==> config.mk <==
export PLATFORM = sky130hd
export DESIGN_NAME = usp_regs
export DESIGN_NICKNAME = d
export VERILOG_FILES = /design/src/rtl/usp_pkg.sv /design/src/rtl/usp_regs.sv
export SDC_FILE = /design/constraint.sdc
export NUM_CORES = 2
export LEC_CHECK = 0
export BUFFER_PORTS_ARGS = -buffer_cell sky130_fd_sc_hd__buf_4
export CORE_MARGIN = 2
export CORE_UTILIZATION = 29
export DETAILED_ROUTE_END_ITERATION = 8
export GPL_ROUTABILITY_DRIVEN = 0
export GPL_TIMING_DRIVEN = 0
export PLACE_DENSITY_LB_ADDON = 0.08
export SYNTH_ARGS = -nofsm -noshare
export SYNTH_HDL_FRONTEND = slang
export SYNTH_SLANG_ARGS = --single-unit
export TNS_END_PERCENT = 5
==> constraint.sdc <==
create_clock -name core_clk -period 42.4 [get_ports core_clk]
set_input_delay 2.12 -clock core_clk [delete_from_list [all_inputs] [get_ports core_clk]]
set_output_delay 2.12 -clock core_clk [all_outputs]
set_load 0.02 [all_outputs]
==> src/rtl/usp_pkg.sv <==
// Package: addresses, field positions, masks and reset values of the sync/profile bank
package usp_pkg;
    localparam int USP_AW = 5;
    localparam int USP_DW = 64;
    localparam int USP_NPROF = 8;
    // Register addresses on the serial port
    localparam logic [4:0] USP_ADDR_SEG0 = 5'h05;
    localparam logic [4:0] USP_ADDR_SEG1 = 5'h06;
    localparam logic [4:0] USP_ADDR_SYNC = 5'h0A;
    localparam logic [4:0] USP_ADDR_PROF0 = 5'h0E;
    localparam logic [4:0] USP_ADDR_PROF7 = 5'h15;
    localparam logic [4:0] USP_ADDR_RAM = 5'h16;
    localparam logic [4:0] USP_ADDR_GPIO_CFG = 5'h18;
    localparam logic [4:0] USP_ADDR_GPIO_DAT = 5'h19;
    // Writable bits; all others read zero
    localparam logic [31:0] USP_SYNC_MASK = 32'hFEFC_F8F8;
    localparam logic [47:0] USP_SEG_MASK = 48'hFFFF_FFC0_FFC7;
    // Reset values
    localparam logic [31:0] USP_SYNC_RST = 32'h0000_0000;
    localparam logic [63:0] USP_PROF_RST = 64'h0000_0000_0000_0000;
    localparam logic [47:0] USP_SEG_RST = 48'h0000_0000_0000;
    localparam logic [15:0] USP_GPIO_RST = 16'h0000;
    // Sync register fields
    localparam int USP_SYNC_VAL_DLY_LSB = 28;
    localparam int USP_SYNC_RX_EN_BIT = 27;
    localparam int USP_SYNC_GEN_EN_BIT = 26;
    localparam int USP_SYNC_GEN_POL_BIT = 25;
    localparam int USP_SYNC_PRESET_LSB = 18;
    localparam int USP_SYNC_GEN_DLY_LSB = 11;
    localparam int USP_SYNC_RX_DLY_LSB = 3;
    // Profile fields
    localparam int USP_PF_FTW_LSB = 0;
    localparam int USP_PF_POW_LSB = 32;
    localparam int USP_PF_ASF_LSB = 48;
    localparam int USP_PF_OSF_LSB = 48;
    localparam int USP_PF_BYP_BIT = 56;
    localparam int USP_PF_INV_BIT = 57;
    localparam int USP_PF_CCI_LSB = 58;
    // Segment fields
    localparam int USP_SEG_START_LSB = 6;
    localparam int USP_SEG_END_LSB = 22;
    // Operating mode codes of the primary config register mode field
    typedef enum logic [1:0] {
        USP_MODE_QUC = 2'b00,
        USP_MODE_INTERP = 2'b01,
        USP_MODE_TONE = 2'b10,
        USP_MODE_RSVD = 2'b11
    } usp_mode_t;
endpackage : usp_pkg

==> src/rtl/usp_regs.sv <==
// Sync control, profile, waveform RAM access and GPIO register bank
`timescale 1ns/100ps
module usp_regs
    import usp_pkg::*;
(
    input wire logic core_clk,
    input wire logic reset,
    input wire logic reg_wr,
    input wire logic reg_rd,
    input wire logic [USP_AW-1:0] reg_addr,
    input wire logic [USP_DW-1:0] reg_wdata,
    output logic [USP_DW-1:0] reg_rdata,
    output logic reg_rvalid,
    input wire logic [1:0] cfg_mode,
    input wire logic cfg_ram_enable,
    input wire logic segment_toggle_pin,
    input wire logic [2:0] profile_sel,
    input wire logic sync_in_pulse,
    output logic [3:0] sync_valid_delay,
    output logic sync_rx_enable,
    output logic sync_gen_enable,
    output logic sync_gen_falling,
    output logic [4:0] sync_gen_delay,
    output logic [4:0] sync_rx_delay,
    output logic [5:0] clk_gen_state,
    output logic [31:0] synth_ftw,
    output logic [15:0] synth_pow,
    output logic [13:0] synth_asf,
    output logic [7:0] out_scale,
    output logic [5:0] cci_rate,
    output logic spectral_invert,
    output logic inv_cci_bypass,
    output logic [9:0] seg_start,
    output logic [9:0] seg_end,
    output logic ram_wr,
    output logic [9:0] ram_addr,
    output logic [31:0] ram_data,
    input wire logic [15:0] gpio_in,
    output logic [15:0] gpio_out,
    output logic [15:0] gpio_oe
);

    typedef struct packed {
        logic [31:0] sync;
        logic [USP_NPROF-1:0][63:0] prof;
        logic [47:0] seg0;
        logic [47:0] seg1;
        logic [31:0] ram_word;
        logic [15:0] gpio_cfg;
        logic [15:0] gpio_dat;
        logic [63:0] rdata;
        logic rvalid;
        logic toggle_q;
        logic [9:0] act_start;
        logic [9:0] act_end;
        logic [9:0] ram_ptr;
        logic ram_wr;
        logic [9:0] ram_addr;
        logic [31:0] ram_data;
        logic [5:0] gen_state;
        logic [31:0] ftw;
        logic [15:0] pow;
        logic [13:0] asf;
        logic [7:0] osf;
        logic [5:0] comb_integrator_interp_filter;
        logic inv;
        logic byp;
    } usp_state_t;

    usp_state_t st_r;
    usp_state_t st_nxt;

    function automatic logic [9:0] seg_start_of(input logic [47:0] seg);
        seg_start_of = seg[USP_SEG_START_LSB +: 10];
    endfunction : seg_start_of

    function automatic logic [9:0] seg_end_of(input logic [47:0] seg);
        seg_end_of = seg[USP_SEG_END_LSB +: 10];
    endfunction : seg_end_of

    function automatic logic is_prof(input logic [4:0] a);
        is_prof = (a >= USP_ADDR_PROF0) && (a <= USP_ADDR_PROF7);
    endfunction : is_prof

    ////////////////////////////////////////////////////////////////////////////////
    always_comb begin
        logic [2:0] widx;
        logic [2:0] ridx;
        logic [63:0] ap;
        logic tog_rise;
        logic tog_fall;
        ap = 64'h0000_0000_0000_0000;
        tog_rise = 1'b0;
        tog_fall = 1'b0;
        st_nxt = st_r;
        widx = 3'(reg_addr - USP_ADDR_PROF0);
        ridx = 3'(reg_addr - USP_ADDR_PROF0);
        st_nxt.ram_wr = 1'b0;
        st_nxt.rvalid = 1'b0;

        if (reg_wr) begin
            case (reg_addr)
                USP_ADDR_SYNC: st_nxt.sync = reg_wdata[31:0] & USP_SYNC_MASK;
                USP_ADDR_SEG0: st_nxt.seg0 = reg_wdata[47:0] & USP_SEG_MASK;
                USP_ADDR_SEG1: st_nxt.seg1 = reg_wdata[47:0] & USP_SEG_MASK;
                USP_ADDR_GPIO_CFG: st_nxt.gpio_cfg = reg_wdata[15:0];
                USP_ADDR_GPIO_DAT: st_nxt.gpio_dat = reg_wdata[15:0];
                USP_ADDR_RAM: begin
                    // Each word lands at the next address of the active segment
                    st_nxt.ram_word = reg_wdata[31:0];
                    st_nxt.ram_wr = 1'b1;
                    st_nxt.ram_addr = st_r.ram_ptr;
                    st_nxt.ram_data = reg_wdata[31:0];
                    st_nxt.ram_ptr = (st_r.ram_ptr == st_r.act_end) ? st_r.act_start
                                                                    : 10'(st_r.ram_ptr + 10'h001);
                end
                default: begin
                    if (is_prof(reg_addr)) begin
                        st_nxt.prof[widx] = reg_wdata;
                    end
                end
            endcase
        end

        if (reg_rd) begin
            st_nxt.rvalid = 1'b1;
            case (reg_addr)
                USP_ADDR_SYNC: st_nxt.rdata = {32'h0000_0000, st_r.sync};
                USP_ADDR_SEG0: st_nxt.rdata = {16'h0000, st_r.seg0};
                USP_ADDR_SEG1: st_nxt.rdata = {16'h0000, st_r.seg1};
                USP_ADDR_RAM: st_nxt.rdata = {32'h0000_0000, st_r.ram_word};
                USP_ADDR_GPIO_CFG: st_nxt.rdata = {48'h0000_0000_0000, st_r.gpio_cfg};
                USP_ADDR_GPIO_DAT: begin
                    // Output bits echo the latch, input bits show the pins
                    st_nxt.rdata = {48'h0000_0000_0000,
                        (st_r.gpio_cfg & st_r.gpio_dat) | (~st_r.gpio_cfg & gpio_in)};
                end
                default: begin
                    st_nxt.rdata = is_prof(reg_addr) ? st_r.prof[ridx]
                                                     : 64'h0000_0000_0000_0000;
                end
            endcase
        end

        // Segment select follows the toggle pin edges while RAM is enabled
        tog_rise = segment_toggle_pin & ~st_r.toggle_q;
        tog_fall = ~segment_toggle_pin & st_r.toggle_q;
        st_nxt.toggle_q = segment_toggle_pin;
        if (cfg_ram_enable && tog_rise) begin
            st_nxt.act_start = seg_start_of(st_r.seg0);
            st_nxt.act_end = seg_end_of(st_r.seg0);
            st_nxt.ram_ptr = seg_start_of(st_r.seg0);
        end else if (cfg_ram_enable && tog_fall) begin
            st_nxt.act_start = seg_start_of(st_r.seg1);
            st_nxt.act_end = seg_end_of(st_r.seg1);
            st_nxt.ram_ptr = seg_start_of(st_r.seg1);
        end

        // Internal clock generator; a received sync pulse presets it
        if (sync_in_pulse && st_r.sync[USP_SYNC_RX_EN_BIT]) begin
            st_nxt.gen_state = st_r.sync[USP_SYNC_PRESET_LSB +: 6];
        end else begin
            st_nxt.gen_state = 6'(st_r.gen_state + 6'h01);
        end

        // Active profile decode, registered so outputs stay glitch free
        ap = st_r.prof[profile_sel];
        st_nxt.ftw = ap[USP_PF_FTW_LSB +: 32];
        st_nxt.pow = ap[USP_PF_POW_LSB +: 16];
        st_nxt.asf = 14'h0000;
        st_nxt.osf = 8'h00;
        st_nxt.comb_integrator_interp_filter = 6'h00;
        st_nxt.inv = 1'b0;
        st_nxt.byp = 1'b0;
        case (usp_mode_t'(cfg_mode))
            USP_MODE_TONE: begin
                st_nxt.asf = ap[USP_PF_ASF_LSB +: 14];
            end
            USP_MODE_QUC: begin
                st_nxt.comb_integrator_interp_filter = ap[USP_PF_CCI_LSB +: 6];
                st_nxt.inv = ap[USP_PF_INV_BIT];
                st_nxt.byp = ap[USP_PF_BYP_BIT];
                st_nxt.osf = ap[USP_PF_OSF_LSB +: 8];
            end
            USP_MODE_INTERP: begin
                // Frequency and phase have no meaning without the carrier
                st_nxt.ftw = 32'h0000_0000;
                st_nxt.pow = 16'h0000;
                st_nxt.comb_integrator_interp_filter = ap[USP_PF_CCI_LSB +: 6];
                st_nxt.byp = ap[USP_PF_BYP_BIT];
                st_nxt.osf = ap[USP_PF_OSF_LSB +: 8];
            end
            default: begin
                st_nxt.comb_integrator_interp_filter = 6'h00;
            end
        endcase
    end

    ////////////////////////////////////////////////////////////////////////////////
    always_ff @(posedge core_clk or posedge reset) begin
        if (reset) begin
            st_r <= '0;
            st_r.sync <= USP_SYNC_RST;
            st_r.prof <= {USP_NPROF{USP_PROF_RST}};
            st_r.seg0 <= USP_SEG_RST;
            st_r.seg1 <= USP_SEG_RST;
            st_r.gpio_cfg <= USP_GPIO_RST;
            st_r.gpio_dat <= USP_GPIO_RST;
        end else begin
            st_r <= st_nxt;
        end
    end

    ////////////////////////////////////////////////////////////////////////////////
    assign reg_rdata = st_r.rdata;
    assign reg_rvalid = st_r.rvalid;
    assign sync_valid_delay = st_r.sync[USP_SYNC_VAL_DLY_LSB +: 4];
    assign sync_rx_enable = st_r.sync[USP_SYNC_RX_EN_BIT];
    assign sync_gen_enable = st_r.sync[USP_SYNC_GEN_EN_BIT];
    assign sync_gen_falling = st_r.sync[USP_SYNC_GEN_POL_BIT];
    assign sync_gen_delay = st_r.sync[USP_SYNC_GEN_DLY_LSB +: 5];
    assign sync_rx_delay = st_r.sync[USP_SYNC_RX_DLY_LSB +: 5];
    assign clk_gen_state = st_r.gen_state;
    assign synth_ftw = st_r.ftw;
    assign synth_pow = st_r.pow;
    assign synth_asf = st_r.asf;
    assign out_scale = st_r.osf;
    assign cci_rate = st_r.comb_integrator_interp_filter;
    assign spectral_invert = st_r.inv;
    assign inv_cci_bypass = st_r.byp;
    assign seg_start = st_r.act_start;
    assign seg_end = st_r.act_end;
    assign ram_wr = st_r.ram_wr;
    assign ram_addr = st_r.ram_addr;
    assign ram_data = st_r.ram_data;
    assign gpio_out = st_r.gpio_dat;
    assign gpio_oe = st_r.gpio_cfg;

endmodule : usp_regs
; After elaboration in Yosys (flattened, before gate mapping)
; Index checks and enable logic that the tools add are counted.
[totals]
out_inout_bits = 261
wordCells = 97
ff_bits = 868
inputBits = 97
[classes]
reduce_logical = 19
add_sub_neg = 3
bitwise_logic = 9
muxes = 22
order_cmp = 5
eq_ne = 9
[ops]
columns = cell, n
row1 = bitwise mux 512 bit, 1
row2 = binary-select mux 64 bit (select 3 bit), 2
row3 = one-hot mux 64 bit (6 select lines), 1
row4 = 2-to-1 mux 64 bit, 4
row5 = demux 64 bit (select 3 bit), 1
row6 = 2-to-1 mux 53 bit, 2
row7 = 2-to-1 mux 30 bit, 2
row8 = 2-to-1 mux 48 bit, 1
row9 = AND 16 bit, 2
row10 = inverter 16 bit, 1
row11 = OR 16 bit, 1
row12 = "equality test 5 bit, second input constant", 3
row13 = 2-to-1 mux 14 bit, 1
row14 = AND reduction 2 bit, 7
row15 = 2-to-1 mux 6 bit, 2
row16 = "adder 10 x 1 -> 10 bit, second input constant", 1
row17 = equality test 10 bit, 1
row18 = "equality test 5 x 3 -> 1 bit, second input constant", 2
row19 = 2-to-1 mux 10 bit, 1
row20 = "< comparator 3 x 4 -> 1 bit, second input constant", 2
row21 = 2-to-1 mux 8 bit, 1
row22 = "adder 6 x 1 -> 6 bit, second input constant", 1
row23 = nonzero test 3 bit, 2
row24 = OR reduction 6 bit, 1
row25 = other kinds (15), 24

; Depth between registers and ports, before layout
[logic_depth]
word_depth = 6
depth_mapped = 11
depth_no_buf = 7

; Least setup slack after synthesis
; No wires, ideal clock.
[synth_path]
path_type = input-to-reg
startpoint = input reg_addr[1]
endpoint = register st_r[386] (netlist bit)
cell_stages = 10
required_ns = 42.272
t_arrival_ns = 3.930
setup_time_ns = 0.128
slack_ns = 38.342
path_buffers = 3
path_cell_list = buf_4 inv_1 ha_1 a21oi_1 o21ai_1 a221oi_4 and4b_1 buf_4 buf_6 mux2_1
[synth_between]
elab_chain_len = 6
elab_cells_between_ends = 19
[synth_lines]
columns = element, line_no
row1 = start: declaration, usp_regs.sv:10  ; input wire logic [USP_AW-1:0] reg_addr,
row2 = subtractor 3 bit, usp_regs.sv:96  ; widx = 3'(reg_addr - USP_ADDR_PROF0);
row3 = < comparator 3 x 4 -> 1 bit (not written as such) or greater-or-equal comparator 3 x 1 -> 1 bit (tied branches), usp_regs.sv:119  ; st_nxt.prof[widx] = reg_wdata;
row4 = logical AND 1 bit (not written as such), usp_regs.sv:119
row5 = 2-to-1 mux 64 bit (not written as such), usp_regs.sv:119
row6 = demux 64 bit (select 3 bit), usp_regs.sv:119
row7 = bitwise mux 512 bit, usp_regs.sv:119
row8 = end signal: assignment, usp_regs.sv:210  ; st_r <= st_nxt;
row9 = end: declaration, usp_regs.sv:70  ; usp_state_t st_r;
; Several ways; a longest one is shown, not always the timed one.
; A chain may end at the register's enable or synchronous reset.

; Final worst setup path
[layout_path]
startpoint = input reg_addr[1]
endpoint = register st_r (netlist bit reg_rdata[58])
[layout_between]
elab_chain_len = 5
elab_cells_between_ends = 14
[layout_lines]
columns = element, line_no
row1 = subtractor 3 bit, usp_regs.sv:97  ; ridx = 3'(reg_addr - USP_ADDR_PROF0);
row2 = binary-select mux 64 bit (select 3 bit), usp_regs.sv:139  ; st_nxt.rdata = is_prof(reg_addr) ? st_r.prof[ridx]
row3 = 2-to-1 mux 64 bit (not written as such), usp_regs.sv:139
row4 = 2-to-1 mux 64 bit, usp_regs.sv:139
row5 = one-hot mux 64 bit (6 select lines) (*), usp_regs.sv:127  ; case (reg_addr)
; Mark *: on every way between the ends. The rest lies on a longest branch, timed or not. The select of a mux whose other input is x is not followed.

==> run metrics <==
Req. time, crit path=42970 ps; Internal Pwr Total=0.00188 W; Max Clock Skew=38.3 ps; # placed instances=5513; critical path capture point type=register; critical path startpoint category=input pin; VDD IR max=0.0305 mV; cts bufs inserted=107; WP data arrival=5410 ps; gr ovfl total=0; Final ANT Viol Nets=0; initial antenna violation count=20; worst-path fanout max=10; Syn Area/Cell=13.8 um^2; Main synth FF type=dfrtp_1; CORE AREA=149000 um^2; I/O Buffers=332; Top Ports=358; status=finished, final reports clean; TritonCTS clock tree=built; post-synthesis compound-gate area fraction=3.59%; final setup vio count=0; Psw=0.000782 W; Synth area leader=dfrtp_1; most common library cells after synthesis=868 x dfrtp_1, 480 x mux2_1, 263 x buf_4, 256 x mux4_2, 224 x mux2_2; fin nets=3711; die area=153000 um^2; mux share of post-synthesis cell area=33.3%; DIE HEIGHT=391 um; Synth Register Bits=868; detailed-route wire length per cell=27.7 um; CP max-delay cell=clkbuf_1; largest net degree at the start of global routing=114; Simple-Gate Fraction of Synth Area=4.49%; Syn. warnings=0; met2 Use GR=34.0%; DP HPWL=111000 um; crit path kind=input pin to register; WP buf/inv=5; Worst-Margin Slew=1400 ps; PostCTS Resize Cnt=0; fin cells=5716; First-pass DRT Iterations=6; Post-Syn Nets=3261; Cell Chain, Critical Path=buf_4 > buf_4 > inv_1 > ha_1 > buf_1 > clkbuf_1 > mux2_2 > nand3_1 > o21ai_0; highest clock rate=207 MHz; Combinational Power Share=22.5%; via density per instance=4.93; GR peak layer=met2; clock network power share=35.4%; total power=0.00267 W; CTS clk-pin slew, worst paths=60 ps; P_leak=24.3 nW; Tmin final=4840 ps; RSZ-0062 raised after global routing=false; slew margin rel.=6.64%; Die X=391 um; Distinct cells, synth=55; xor and xnor area share after synthesis=0.382%; Hold Crit Class=register to register; root buffer cell=clkbuf_16; first-pass GRT wire length=226000 um; layout cell share with drive strength beyond 1=36.9%; DRC=0; H-tree depth=3; DP Worst Slack=36730 ps; top cell type's share of synthesized area=49.9%; cell with the most instances after synthesis=dfrtp_1; total track usage=20.7%; Area Overhead vs Synth=20.4%; crit-path max cell delay=1080 ps; drt total wl=158000 um; Adder-Cell Fraction of Synth Area=0.201%; Iteration-0 DRC Markers=1726; max_cap viols=0; Post-CTS Setup Inserts=0; CP dominant cell by count=buf_4; delay-heaviest family, CP=buffers and inverters; sequential area share after synthesis=49.9%; Switching Share=29.3%; Post-synth EDFFs=0; crit path setup slack, layout=37560 ps; Gate Count Post-Synth=3157; largest family of logic cells by synthesized area=multiplexers; Flop pwr share=42.1%; vias in the first global route=29677; Vias=28159; Filler Cells Inserted=14928; cts hold-fix bufs=0; Async SR Flop Fraction=100%; met1 GRT Util=28.0%; Final Max Slew Viols=0; CTS Sinks=868; Hold Fails Final Rpt=0; synth top area cells=dfrtp_1 50%, mux4_2 13%, mux2_1 12%; Initial Util=29.1%; M3 GR Usage=3.71%; worst-skew pair later-pin latency=730 ps; deepest clock path buffer count=3; Rows=142; Synth Cell Area=43500 um^2; setup tns final=0 ps; Tcrit/Tclk final=11.4%; Power Density=50.9 nW/um^2
[layout by cell type, fill, tap and decap left out, types with 14 or more instances in the layout]
master     synthesis  layout
buf_6             48      48
clkbuf_8           0      32
nand3_1           26      26
a41oi_1           15      15
buf_4            263     595
a31oi_1           33      33
mux2_1           480     480
inv_1             42      41
buf_2             51      51
dfrtp_1          868     868
a222oi_1          24      24
o21ai_0           20      20
xor2_1            14      14
a22oi_1           45      45
nor2b_1           17      17
buf_1             34      34
nand2_1          209     209
clkbuf_16          0     109
mux2i_1           81      81
nor2_1           133     133
mux4_2           256     256
clkinv_2           0      23
clkbuf_1         124     145
mux2_2           224     224
a21oi_1           26      26
[worst reg2reg max path: cells and delay by family, from the launching register on]
family	cells	cell delay, ps
buffers and inverters	2	850
AND/OR/NAND/NOR	4	1130
flip-flops	1	320
XOR/XNOR	1	130
[registers in the layout, indices dropped and copies added (netlist names), 4 cells and up]
register	cells
clk_gen_state	6
cci_rate	6
ram_addr	10
sync_rx_delay	5
ram_data	32
reg_rdata	64
synth_ftw	32
out_scale	8
seg_end	10
seg_start	10
gpio_out	16
gpio_oe	16
st_r	607
synth_pow	16
sync_valid_delay	4
sync_gen_delay	5
synth_asf	14
[kinds of logic (layout without fill, tap and decap cells)]
| group | Yosys count | count (layout) |
|---|---|---|
| adder cells (fa/ha/maj) | 7 | 7 |
| AND/OR/NAND/NOR | 446 | 446 |
| buffers and inverters | 562 | 1100 |
| AO/OA/AOI/OAI | 214 | 214 |
| flip-flops | 868 | 868 |
| other | 0 | 5 |
| multiplexers | 1041 | 1041 |
| XOR/XNOR | 19 | 19 |
[layout make-up]
| class | instances | area [um^2] | area share, % |
|---|---|---|---|
| Inverter | 42 | 165 | 0.315 |
| Antenna cell | 5 | 12.5 | 0.0239 |
| Clock inverter | 35 | 375 | 0.716 |
| Clock buffer | 162 | 3250 | 6.20 |
| Timing Repair Buffer | 341 | 2730 | 5.20 |
| Multi-Input combinational cell | 1727 | 18300 | 34.9 |
| Tap cell | 2016 | 2520 | 4.81 |
| Buffer | 520 | 3360 | 6.42 |
| Sequential cell | 868 | 21700 | 41.4 |
[stage by stage]
step / utilization [%] / area [um^2] / hold slack (ps)
global route: 35.1 / 52400 / 499
detailed placement: 32.6 / 48800 / 458
CTS: 35.1 / 52400 / 472
global placement: 32.5 / 48500 / 457
finish: 35.1 / 52400 / 468
floorplan: - / 43500 / 440
[power groups by stage]
stage	clock network (W)	registers [W]	logic [W]
final	0.000944	0.00112	0.000601
after floorplan	0	0.00109	0.000427
after global routing	0.00101	0.00114	0.000651
after global placement	0	0.00114	0.000604
after detailed placement	0	0.00113	0.000611
after CTS	0.000973	0.00112	0.000613
[routing by layer]
metal / part of all wire [%] / vias to the layer above
li1: - / 12189
met2: 48 / 677
met5: 0.039 / -
met4: 2.7 / 10
met1: 44 / 15088
met3: 4.6 / 195
[worst paths after layout]
path,from,endpoint,slack [ps],cells after the start
worst max-delay path,reg_addr[1],reg_rdata[58]$_DFFE_PP0P_,37560,9
min in group asynchronous,reset,gpio_out[1]$_DFFE_PP0P_,1450,2
max in group asynchronous,reset,synth_pow[7]$_DFF_PP0_,38900,5
worst min register to register,ram_addr[6]$_DFFE_PP0P_,ram_addr[6]$_DFFE_PP0P_,470,2
worst max register to register,st_r[130]$_DFFE_PP0P_,st_r[127]$_DFFE_PP0P_,39850,7
worst min-delay path,ram_addr[6]$_DFFE_PP0P_,ram_addr[6]$_DFFE_PP0P_,470,2
Power figures use the tool's default switching activity.
